<file path="config.mk">
export PLATFORM = sky130hd
export DESIGN_NAME = hotplug_slot_control_status
export DESIGN_NICKNAME = d
export VERILOG_FILES = /design/src/design/hotplug_slot_pkg.sv /design/src/design/sensor_sync.sv /design/src/design/indicator_msg_sender.sv /design/src/design/hotplug_slot_control_status.sv
export VERILOG_INCLUDE_DIRS = /design/src /design/src/design
export SDC_FILE = /design/constraint.sdc
export NUM_CORES = 1
export LEC_CHECK = 0
export BUFFER_PORTS_ARGS = -buffer_cell sky130_fd_sc_hd__buf_4
export CAP_MARGIN = 0
export CORE_UTILIZATION = 57
export CTS_BUF_LIST = sky130_fd_sc_hd__clkbuf_4 sky130_fd_sc_hd__clkbuf_8
export DETAILED_ROUTE_END_ITERATION = 10
export GPL_ROUTABILITY_DRIVEN = 0
export GPL_TIMING_DRIVEN = 0
export PLACE_DENSITY_LB_ADDON = 0.1
export SLEW_MARGIN = 0
export SYNTH_ARGS = -nofsm -noshare
export SYNTH_HDL_FRONTEND = slang
export SYNTH_HIERARCHICAL = 1
export SYNTH_SLANG_ARGS = --single-unit
</file>
<file path="constraint.sdc">
create_clock -name pclk -period 2.6 [get_ports pclk]
set_input_delay 0.78 -clock pclk [delete_from_list [all_inputs] [get_ports pclk]]
set_output_delay 0.78 -clock pclk [all_outputs]
set_load 0.01 [all_outputs]
</file>
<file path="src/design/hotplug_slot_defs.svh">
`ifndef HOTPLUG_SLOT_DEFS_SVH
`define HOTPLUG_SLOT_DEFS_SVH

// ----------------------------------------------------------------
// Register byte addresses
// ----------------------------------------------------------------
`define SLOT_WORD_ADDR   12'h0D8
`define EVENT_MASK_ADDR  12'h0DC

// ----------------------------------------------------------------
// Slot control fields, bit positions in bits 15:0
// ----------------------------------------------------------------
`define CT_BTN_EN        0
`define CT_PF_EN         1
`define CT_PD_EN         3
`define CT_CC_EN         4
`define CT_HP_INT_EN     5
`define CT_ATTN_LSB      6
`define CT_PWR_IND_LSB   8
`define CT_PWR_OFF       10
`define CT_DLL_EN        12

// ----------------------------------------------------------------
// Slot status fields, bit positions relative to bit 16
// ----------------------------------------------------------------
`define EV_BTN           0
`define EV_PF            1
`define EV_LATCH_CHG     2
`define EV_PD_CHG        3
`define EV_CC            4
`define ST_LATCH         5
`define ST_PD            6
`define EV_DLL           8

// ----------------------------------------------------------------
// Indicator encodings, reset values and counts
// ----------------------------------------------------------------
`define IND_RESERVED     2'h0
`define IND_ON           2'h1
`define IND_BLINK        2'h2
`define IND_OFF          2'h3
`define PWR_OFF_RST      1'b0
`define DLL_CHG_RST      1'b1
`define MASK_RST         16'h011B
`define PRIME_LOAD       2'h2
`define PRIME_DONE       2'h3

`endif

</file>
<file path="src/design/hotplug_slot_pkg.sv">
package hotplug_slot_pkg;

    typedef struct packed {
        logic       dll_en;
        logic       pwr_off;
        logic [1:0] pwr_ind;
        logic [1:0] attn_ind;
        logic       hp_int_en;
        logic       cc_en;
        logic       pd_en;
        logic       pf_en;
        logic       btn_en;
    } slot_ctrl_type;

    typedef struct packed {
        logic dll;
        logic cc;
        logic pd;
        logic latch;
        logic pf;
        logic btn;
    } event_type;

    typedef struct packed {
        logic button;
        logic power_fault;
        logic latch_open;
        logic presence_strap;
    } sensor_type;

    typedef struct packed {
        logic       is_power;
        logic [1:0] state;
    } ind_msg_type;

    typedef enum logic [2:0] {
        SEND_IDLE  = 3'b001,
        SEND_ATTN  = 3'b010,
        SEND_POWER = 3'b100
    } send_state_type;

    typedef struct packed {
        sensor_type stage1;
        sensor_type stage2;
    } sync_state_type;

    typedef struct packed {
        send_state_type fsm;
        logic           attn_pend;
        logic           pwr_pend;
        logic [1:0]     attn_val;
        logic [1:0]     pwr_val;
        ind_msg_type    data;
    } sender_state_type;

    typedef struct packed {
        slot_ctrl_type ctrl;
        event_type     flags;
        event_type     mask;
        logic          latch_state;
        logic          presence;
        logic [1:0]    prime;
        logic          btn_prev;
        logic          pf_prev;
        logic          link_prev;
        logic          cmd_pending;
        logic [31:0]   rdata;
        logic          err;
    } slot_state_type;

endpackage

</file>
<file path="src/design/sensor_sync.sv">
module sensor_sync (
    input  wire logic                      pclk,
    input  wire logic                      presetn,
    input  wire hotplug_slot_pkg::sensor_type d,
    output hotplug_slot_pkg::sensor_type   q
);
    import hotplug_slot_pkg::*;

    sync_state_type s;
    sync_state_type next_s;

    // Stage one feeds stage two only
    always_comb begin
        next_s        = s;
        next_s.stage1 = d;
        next_s.stage2 = s.stage1;
    end

    always_ff @(posedge pclk or negedge presetn) begin
        if (!presetn) begin
            s <= '0;
        end else begin
            s <= next_s;
        end
    end

    assign q = s.stage2;
endmodule

</file>
<file path="src/design/indicator_msg_sender.sv">
`include "hotplug_slot_defs.svh"

module indicator_msg_sender (
    input  wire logic                       pclk,
    input  wire logic                       presetn,
    input  wire logic                       attn_write,
    input  wire logic [1:0]                 attn_value,
    input  wire logic                       pwr_write,
    input  wire logic [1:0]                 pwr_value,
    output logic                            msg_valid,
    output hotplug_slot_pkg::ind_msg_type   msg_data,
    input  wire logic                       msg_ready,
    output logic                            busy
);
    import hotplug_slot_pkg::*;

    sender_state_type s;
    sender_state_type next_s;

    always_comb begin
        next_s = s;
        case (s.fsm)
            SEND_IDLE: begin
                if (s.attn_pend) begin
                    next_s.fsm       = SEND_ATTN;
                    next_s.attn_pend = 1'b0;
                    next_s.data      = '{is_power: 1'b0, state: s.attn_val};
                end else if (s.pwr_pend) begin
                    next_s.fsm      = SEND_POWER;
                    next_s.pwr_pend = 1'b0;
                    next_s.data     = '{is_power: 1'b1, state: s.pwr_val};
                end
            end
            SEND_ATTN, SEND_POWER: begin
                if (msg_ready) begin
                    next_s.fsm = SEND_IDLE;
                end
            end
            default: begin
                next_s.fsm = SEND_IDLE;
            end
        endcase
        // A new write re-arms even while its last copy is dispatched
        if (attn_write) begin
            next_s.attn_pend = 1'b1;
            next_s.attn_val  = attn_value;
        end
        if (pwr_write) begin
            next_s.pwr_pend = 1'b1;
            next_s.pwr_val  = pwr_value;
        end
    end

    always_ff @(posedge pclk or negedge presetn) begin
        if (!presetn) begin
            s <= '{fsm: SEND_IDLE, attn_val: `IND_OFF, pwr_val: `IND_OFF, default: '0};
        end else begin
            s <= next_s;
        end
    end

    assign msg_valid = (s.fsm != SEND_IDLE);
    assign msg_data  = s.data;
    assign busy      = msg_valid | s.attn_pend | s.pwr_pend;
endmodule

</file>
<file path="src/design/hotplug_slot_control_status.sv">
// Added by the designer: register access over APB.
`include "hotplug_slot_defs.svh"

module hotplug_slot_control_status (
    input  wire logic                     pclk,
    input  wire logic                     presetn,
    input  wire logic                     psel,
    input  wire logic                     penable,
    input  wire logic                     pwrite,
    input  wire logic [11:0]              paddr,
    input  wire logic [31:0]              pwdata,
    input  wire logic [3:0]               pstrb,
    output logic [31:0]                   prdata,
    output logic                          pready,
    output logic                          pslverr,
    input  wire logic                     attention_button,
    input  wire logic                     power_fault,
    input  wire logic                     retention_latch,
    input  wire logic                     slot_presence_strap,
    input  wire logic                     link_active,
    input  wire logic                     slot_implemented,
    output logic                          msg_valid,
    output hotplug_slot_pkg::ind_msg_type msg_data,
    input  wire logic                     msg_ready,
    output logic                          slot_power_off,
    output logic                          hp_irq
);
    import hotplug_slot_pkg::*;

    // ----------------------------------------------------------------
    // Field packing
    // ----------------------------------------------------------------
    function automatic logic [15:0] ctrl_word(slot_ctrl_type c);
        logic [15:0] w;
        w                                      = 16'h0000;
        w[`CT_BTN_EN]                          = c.btn_en;
        w[`CT_PF_EN]                           = c.pf_en;
        w[`CT_PD_EN]                           = c.pd_en;
        w[`CT_CC_EN]                           = c.cc_en;
        w[`CT_HP_INT_EN]                       = c.hp_int_en;
        w[`CT_ATTN_LSB +: 2]                   = c.attn_ind;
        w[`CT_PWR_IND_LSB +: 2]                = c.pwr_ind;
        w[`CT_PWR_OFF]                         = c.pwr_off;
        w[`CT_DLL_EN]                          = c.dll_en;
        return w;
    endfunction

    function automatic slot_ctrl_type word_ctrl(logic [15:0] w);
        slot_ctrl_type c;
        c.btn_en    = w[`CT_BTN_EN];
        c.pf_en     = w[`CT_PF_EN];
        c.pd_en     = w[`CT_PD_EN];
        c.cc_en     = w[`CT_CC_EN];
        c.hp_int_en = w[`CT_HP_INT_EN];
        c.attn_ind  = w[`CT_ATTN_LSB +: 2];
        c.pwr_ind   = w[`CT_PWR_IND_LSB +: 2];
        c.pwr_off   = w[`CT_PWR_OFF];
        c.dll_en    = w[`CT_DLL_EN];
        return c;
    endfunction

    function automatic logic [15:0] event_word(event_type e);
        logic [15:0] w;
        w                = 16'h0000;
        w[`EV_BTN]       = e.btn;
        w[`EV_PF]        = e.pf;
        w[`EV_LATCH_CHG] = e.latch;
        w[`EV_PD_CHG]    = e.pd;
        w[`EV_CC]        = e.cc;
        w[`EV_DLL]       = e.dll;
        return w;
    endfunction

    function automatic event_type word_event(logic [15:0] w);
        event_type e;
        e.btn   = w[`EV_BTN];
        e.pf    = w[`EV_PF];
        e.latch = w[`EV_LATCH_CHG];
        e.pd    = w[`EV_PD_CHG];
        e.cc    = w[`EV_CC];
        e.dll   = w[`EV_DLL];
        return e;
    endfunction

    // ----------------------------------------------------------------
    // Pins and state
    // ----------------------------------------------------------------
    slot_state_type s;
    slot_state_type next_s;
    sensor_type     pins_raw;
    sensor_type     pins;
    event_type      set_ev;
    event_type      clr_ev;
    logic [15:0]    ctrl_now;
    logic [15:0]    merged_ctrl;
    logic [15:0]    status_hi;
    logic           setup;
    logic           access;
    logic           sel_slot;
    logic           sel_mask;
    logic           wr_lo;
    logic           wr_hi;
    logic           ctrl_wr;
    logic           ind_busy;
    logic           present_rd;

    assign pins_raw = '{button:         attention_button,
                        power_fault:    power_fault,
                        latch_open:     retention_latch,
                        presence_strap: slot_presence_strap};

    sensor_sync u_sync (
        .pclk    (pclk),
        .presetn (presetn),
        .d       (pins_raw),
        .q       (pins)
    );

    // ----------------------------------------------------------------
    // Bus decode
    // ----------------------------------------------------------------
    assign setup    = psel & ~penable;
    assign access   = psel & penable;
    assign sel_slot = (paddr == `SLOT_WORD_ADDR);
    assign sel_mask = (paddr == `EVENT_MASK_ADDR);
    assign wr_lo    = access & pwrite & sel_slot & pstrb[0];
    assign wr_hi    = access & pwrite & sel_slot & pstrb[1];
    assign ctrl_wr  = wr_lo | wr_hi;

    // Unstrobed lanes keep their stored fields
    assign ctrl_now    = ctrl_word(s.ctrl);
    assign merged_ctrl = {(pstrb[1] ? pwdata[15:8] : ctrl_now[15:8]),
                          (pstrb[0] ? pwdata[7:0]  : ctrl_now[7:0])};

    // Latch changed is read-only, so it never takes a clear
    always_comb begin
        clr_ev = word_event({(pstrb[3] ? pwdata[31:24] : 8'h00),
                             (pstrb[2] ? pwdata[23:16] : 8'h00)});
        clr_ev.latch = 1'b0;
        if (!(access && pwrite && sel_slot)) begin
            clr_ev = '0;
        end
    end

    // ----------------------------------------------------------------
    // Event detection
    // ----------------------------------------------------------------
    always_comb begin
        set_ev       = '0;
        set_ev.btn   = pins.button & ~s.btn_prev;
        set_ev.pf    = pins.power_fault & ~s.pf_prev;
        set_ev.latch = (s.prime == `PRIME_DONE) &&
                       (pins.latch_open != s.latch_state);
        set_ev.pd    = (s.prime == `PRIME_DONE) &&
                       (~pins.presence_strap != s.presence);
        set_ev.cc    = s.cmd_pending & ~ind_busy & ~ctrl_wr;
        set_ev.dll   = (link_active != s.link_prev);
    end

    assign present_rd = slot_implemented ? s.presence : 1'b1;

    always_comb begin
        status_hi              = event_word(s.flags);
        status_hi[`ST_LATCH]   = s.latch_state;
        status_hi[`ST_PD]      = present_rd;
    end

    // ----------------------------------------------------------------
    // Next state
    // ----------------------------------------------------------------
    always_comb begin
        next_s           = s;
        next_s.btn_prev  = pins.button;
        next_s.pf_prev   = pins.power_fault;
        next_s.link_prev = link_active;
        if (s.prime != `PRIME_DONE) begin
            next_s.prime = s.prime + 2'h1;
        end
        // Sensors are unknown until the synchroniser has filled
        if (s.prime >= `PRIME_LOAD) begin
            next_s.presence    = ~pins.presence_strap;
            next_s.latch_state = pins.latch_open;
        end
        // Set wins over a clear landing in the same cycle
        next_s.flags = event_type'((s.flags & ~clr_ev) | set_ev);

        if (ctrl_wr) begin
            next_s.ctrl        = word_ctrl(merged_ctrl);
            next_s.cmd_pending = 1'b1;
        end else if (set_ev.cc) begin
            next_s.cmd_pending = 1'b0;
        end
        if (access && pwrite && sel_mask && pstrb[2]) begin
            next_s.mask = word_event({s.mask.dll ? 8'h01 : 8'h00, pwdata[23:16]});
        end
        if (access && pwrite && sel_mask && pstrb[3]) begin
            next_s.mask.dll = pwdata[24];
        end

        // Read data is captured in the setup cycle, shown in access
        if (setup) begin
            next_s.err = ~(sel_slot | sel_mask);
            if (pwrite) begin
                next_s.rdata = 32'h0000_0000;
            end else if (sel_slot) begin
                next_s.rdata = {status_hi, ctrl_word(s.ctrl)};
            end else if (sel_mask) begin
                next_s.rdata = {event_word(s.mask), 16'h0000};
            end else begin
                next_s.rdata = 32'h0000_0000;
            end
        end
    end

    always_ff @(posedge pclk or negedge presetn) begin
        if (!presetn) begin
            s <= '{ctrl: '{attn_ind: `IND_OFF, pwr_ind: `IND_OFF,
                           pwr_off: `PWR_OFF_RST, default: 1'b0},
                   flags: '{dll: `DLL_CHG_RST, default: 1'b0},
                   mask: word_event(`MASK_RST),
                   default: '0};
        end else begin
            s <= next_s;
        end
    end

    // ----------------------------------------------------------------
    // Indicator messages
    // ----------------------------------------------------------------
    indicator_msg_sender u_sender (
        .pclk       (pclk),
        .presetn    (presetn),
        .attn_write (wr_lo),
        .attn_value (pwdata[`CT_ATTN_LSB +: 2]),
        .pwr_write  (wr_hi),
        .pwr_value  (pwdata[`CT_PWR_IND_LSB +: 2]),
        .msg_valid  (msg_valid),
        .msg_data   (msg_data),
        .msg_ready  (msg_ready),
        .busy       (ind_busy)
    );

    // ----------------------------------------------------------------
    // Outputs
    // ----------------------------------------------------------------
    assign prdata         = s.rdata;
    assign pready         = 1'b1;
    assign pslverr        = access & s.err;
    assign slot_power_off = s.ctrl.pwr_off;

    // Latch changed has no enable of its own, so it never interrupts
    assign hp_irq = s.ctrl.hp_int_en &
                    ((s.flags.btn & s.ctrl.btn_en & s.mask.btn) |
                     (s.flags.pf  & s.ctrl.pf_en  & s.mask.pf)  |
                     (s.flags.pd  & s.ctrl.pd_en  & s.mask.pd)  |
                     (s.flags.cc  & s.ctrl.cc_en  & s.mask.cc)  |
                     (s.flags.dll & s.ctrl.dll_en & s.mask.dll));

    // ----------------------------------------------------------------
    // Checks
    // ----------------------------------------------------------------
    a_attn_msg_sent: assert property (
        @(posedge pclk) disable iff (!presetn)
        (wr_lo && !ind_busy) |-> ##2 (msg_valid && !msg_data.is_power &&
                                      msg_data.state == $past(pwdata[7:6], 2)))
        else $error("attention write produced no matching message");

    a_attn_field_hold: assert property (
        @(posedge pclk) disable iff (!presetn)
        wr_lo |=> (s.ctrl.attn_ind == $past(pwdata[7:6])))
        else $error("attention field did not take the written value");

    a_latch_flag_ro: assert property (
        @(posedge pclk) disable iff (!presetn)
        s.flags.latch |=> s.flags.latch)
        else $error("latch changed flag cleared by a write");

    a_power_msg_sent: assert property (
        @(posedge pclk) disable iff (!presetn)
        (wr_hi && !wr_lo && !ind_busy) |-> ##2 (msg_valid && msg_data.is_power &&
                                                msg_data.state == $past(pwdata[9:8], 2)))
        else $error("power indicator write produced no message");

    a_power_ctrl_bit: assert property (
        @(posedge pclk) disable iff (!presetn)
        wr_hi |=> (slot_power_off == $past(pwdata[10])))
        else $error("slot power control did not follow the write");

    a_button_flag_set: assert property (
        @(posedge pclk) disable iff (!presetn)
        (pins.button && !s.btn_prev) |=> s.flags.btn)
        else $error("button press did not set its flag");

    a_fault_flag_clear: assert property (
        @(posedge pclk) disable iff (!presetn)
        (s.flags.pf && wr_hi == 1'b0 && access && pwrite && sel_slot && pstrb[2] &&
         pwdata[17] && !set_ev.pf) |=> !s.flags.pf)
        else $error("power fault flag not cleared by write of one");

    a_cmd_done_cause: assert property (
        @(posedge pclk) disable iff (!presetn)
        $rose(s.flags.cc) |-> $past(s.cmd_pending) && !$past(ind_busy))
        else $error("command completed without a pending command");

    a_no_slot_present: assert property (
        @(posedge pclk) disable iff (!presetn)
        (setup && !pwrite && sel_slot && !slot_implemented) |=> prdata[22])
        else $error("presence read zero on a port without a slot");

    a_link_change_flag: assert property (
        @(posedge pclk) disable iff (!presetn)
        (link_active != $past(link_active)) |-> ##1 s.flags.dll)
        else $error("link active change did not set its flag");

    a_irq_master_gate: assert property (
        @(posedge pclk) disable iff (!presetn)
        (wr_lo && !pwdata[`CT_HP_INT_EN]) |=> !hp_irq)
        else $error("interrupt raised with master enable off");

    a_reserved_zero: assert property (
        @(posedge pclk) disable iff (!presetn)
        (access && !pwrite && sel_slot) |-> ((prdata & 32'hFE80_E800) == 32'h0000_0000))
        else $error("reserved bits read nonzero");

    a_presence_change: assert property (
        @(posedge pclk) disable iff (!presetn)
        (s.prime == `PRIME_DONE && pins.presence_strap == s.presence) |=> s.flags.pd)
        else $error("presence change not flagged");
endmodule

</file>
==> flow_summary.yaml <==
power:
  power_frac_seq_pct: 48.4
  total_power_w: 0.002327
  ir_worst_vdd_v: 0.0007363
  p_per_area_nw_per_um2: 569.4
  p_comb_share_pct: 5.9
  clkPwrFrac_pct: 45.7
  p_switching_w: 0.0004970
  p_leak_nw: 2.077
  swShare_pct: 21.36
  intPower_w: 0.001830
setup_path:
  worst_ep_required_time_ps: 2860
  worst-path-buf-inv: 1
  start_kind: "input port"
  crit_slowest_cell: "or4_4"
  worstPathArrival_ps: 2670
  crit_type: "input port to register"
  worstPathMaxFanout: 4
  critPathMaxStageDelay_ps: 570
  end_kind: "register"
  path_cells: "buf_4 > or4_4 > nor4_1 > and2_1 > mux2_2"
  cpLargestDelayFamily: "simple AND/OR/NAND/NOR gates"
clock_network:
  cts_hold_buf: 0
  htreeDepth: 3
  cts_num_sinks: 71
  numCtsBuffers: 9
  cts_setup_buffers: 0
  clock_tree.root_cell: "clkbuf_8"
  clk_latency_ps: 340
  cts_tree: "done"
  clock_path_buffers: 2
  clk_pin_slew_ps: 80
  cts_resized: 0
cells_and_area:
  drive_gt1_share_pct: 49.58
  syn_to_final_growth_pct: 28.03
  num_antenna_cells: 0
  fin_area_um2: 4086
  nets: 410
  nFillCells: 345
detailed_routing:
  drt_iter0_drc: 101
  via_count: 2108
  vias_per_cell: 4.983
  route.detailed.drc: 0
  ant_nets: 0
  routedWlPerCell_um: 14.19
  wirelength_um: 6003
  dr.pass1.iters: 4
synthesis:
  synthCells: 256
  syn_area_um2: 3192
  yosys-top-cells-area: "dfrtp_1 44%, dfstp_2 12%, buf_4 8.5%, mux2_2 7.4%, a22o_1 4.4%"
  synth.top_cell.area_share_pct: 43.90
  syn_area_per_cell_um2: 12.47
  synth-seq-area-share_pct: 56.25
  async_reset_ff_share_pct: 100.0
  synth_common_cells: "56 x dfrtp_1, 36 x buf_4, 21 x mux2_2"
  synth_ff_type: "dfrtp_1"
  yosysMostFrequentCell: "dfrtp_1"
  synth_cell_type_count: 43
  synth_top_cell_by_area: "dfrtp_1"
  yosys_warnings: 6
  synth-edff-count: 0
  ys_ff_latch: 71
sta:
  slew_viol_final: 0
  fin_setup_tns_ps: 0
  hold_viol_final: 0
  fmax_ghz: 0.4153
  slew_headroom_pct: 43.37
  period_minus_slack_ps: 2408
  setup_viol: 0
  worst_slew_pin_slew_ps: 849.5
  clock_skew_ps: 10.20
  finalCritPeriodShare_pct: 92.62
  worst_hold_slack_ps: 357.6
  rsz0062_at_grt: "false"
floorplan:
  initial_utilization_pct: 60.94
  dieHeight_um: 76.83
  io_pins: 100
  die_area_um2: 5903
  rows: 26
  die_width_um: 76.83
  coreArea_um2: 5238
global_route:
  globalRouteMet3Util_pct: 4.405
  grt_pass1_wl_um: 10180
  grt_max_degree: 72
  met2_usage_pct: 36.16
  first_global_vias: 2112
  grt-busiest-layer: "met2"
  antenna_found_initial: 0
  gr-total-overflow: 0
  track_usage_pct: 22.39
  grt_use_met1_pct: 30.07
placed_design:
  dp_hpwl_um: 4444
  portBuffers: 69
  postPlaceCellArea_um2: 3842
worst_hold_path:
  hold_path_class: "register to register"
flow_run:
  max-cap-violations: 0
run_status:
  status: "complete, no violations"
[worst register-to-register path: stages (launching register included)]
cell and delay (ps):
dfstp_2 570, nor3b_4 330, inv_2 120, or3_2 430, inv_1 70, a32o_1 150
[registers in the layout, summed over array words and instances, names as in the netlist]
| register | cells |
|---|---|
| ctrl_now | 10 |
| u_sender/msg_data | 3 |
| prdata | 19 |
| slot_power_off | 1 |
| u_sync/q | 4 |
| u_sync/next_s | 4 |
| u_sender/s | 9 |
| s | 21 |
[area by class of cell]
type,instances,area (µm²),share of cell area [%]
Sequential cell,71,1795,43.94
Multi-Input combinational cell,147,1092,26.73
Timing Repair Buffer,69,518.0,12.68
Buffer,43,322.8,7.900
Clock buffer,9,123.9,3.031
Clock inverter,7,120.1,2.939
Tap cell,70,87.58,2.143
Inverter,7,26.28,0.6430
[logic make-up after synthesis]
group	share of synthesized area, %
fa+ha+maj	0.7839
simple gates	11.02
other cells	0.2353
xor+xnor	1.098
flops	56.25
compound gates	10.07
buf+inv	10.94
mux	9.604
[routing by layer]
metal  part of all wire, %  wire length [µm]
met5                     0                 0
met4                  0.92                55
met3                   4.2               253
met2                    49              2933
met1                    46              2760
[per-stage QoR]
step / setup WS (ps) / std cells / utilization (%)
floorplan: 177.5 / 268 / -
global placement: -154.9 / 407 / 73.36
detailed placement: -202.1 / 407 / 73.36
CTS: 174.4 / 423 / 78.02
global route: 57.02 / 423 / 78.02
finish: 191.9 / 423 / 78.02
[power groups by stage]
| stage | Combinational [W] | Sequential (W) | Clock, W |
|---|---|---|---|
| 2_1_floorplan | 0.0000537 | 0.00114 | 0 |
| 3_3_place_gp | 0.000137 | 0.00115 | 0 |
| 3_5_place_dp | 0.000138 | 0.00115 | 0 |
| 4_1_cts | 0.000139 | 0.00113 | 0.00107 |
| 5_1_grt | 0.000153 | 0.00113 | 0.00111 |
| 6_report | 0.000137 | 0.00113 | 0.00106 |
[final timing paths]
kind,startpoint,endpoint,slack (ps),cells after the start
worst max-delay path,paddr[9],u_sender/s[4],190,5
worst min-delay path,u_sync/next_s[2],u_sync/q[2],360,0
worst max register to register,u_sender/s[9],s[51],880,5
worst min register to register,u_sync/next_s[2],u_sync/q[2],360,0
max in group asynchronous,presetn,s[43],1500,1
min in group asynchronous,presetn,prdata[21],540,1
[cell usage in the layout (no fill, tap or decap), types with 4 or more instances in the layout]
cell,n
dfstp_2,15
mux2i_1,7
mux2_2,21
inv_1,6
o21ai_0,13
a21oi_1,4
nand2_1,16
buf_4,105
dfrtp_1,56
conb_1,14
clkbuf_8,9
a22o_1,16
nand3_1,11
clkbuf_1,4
Power figures use the tool's default switching activity.
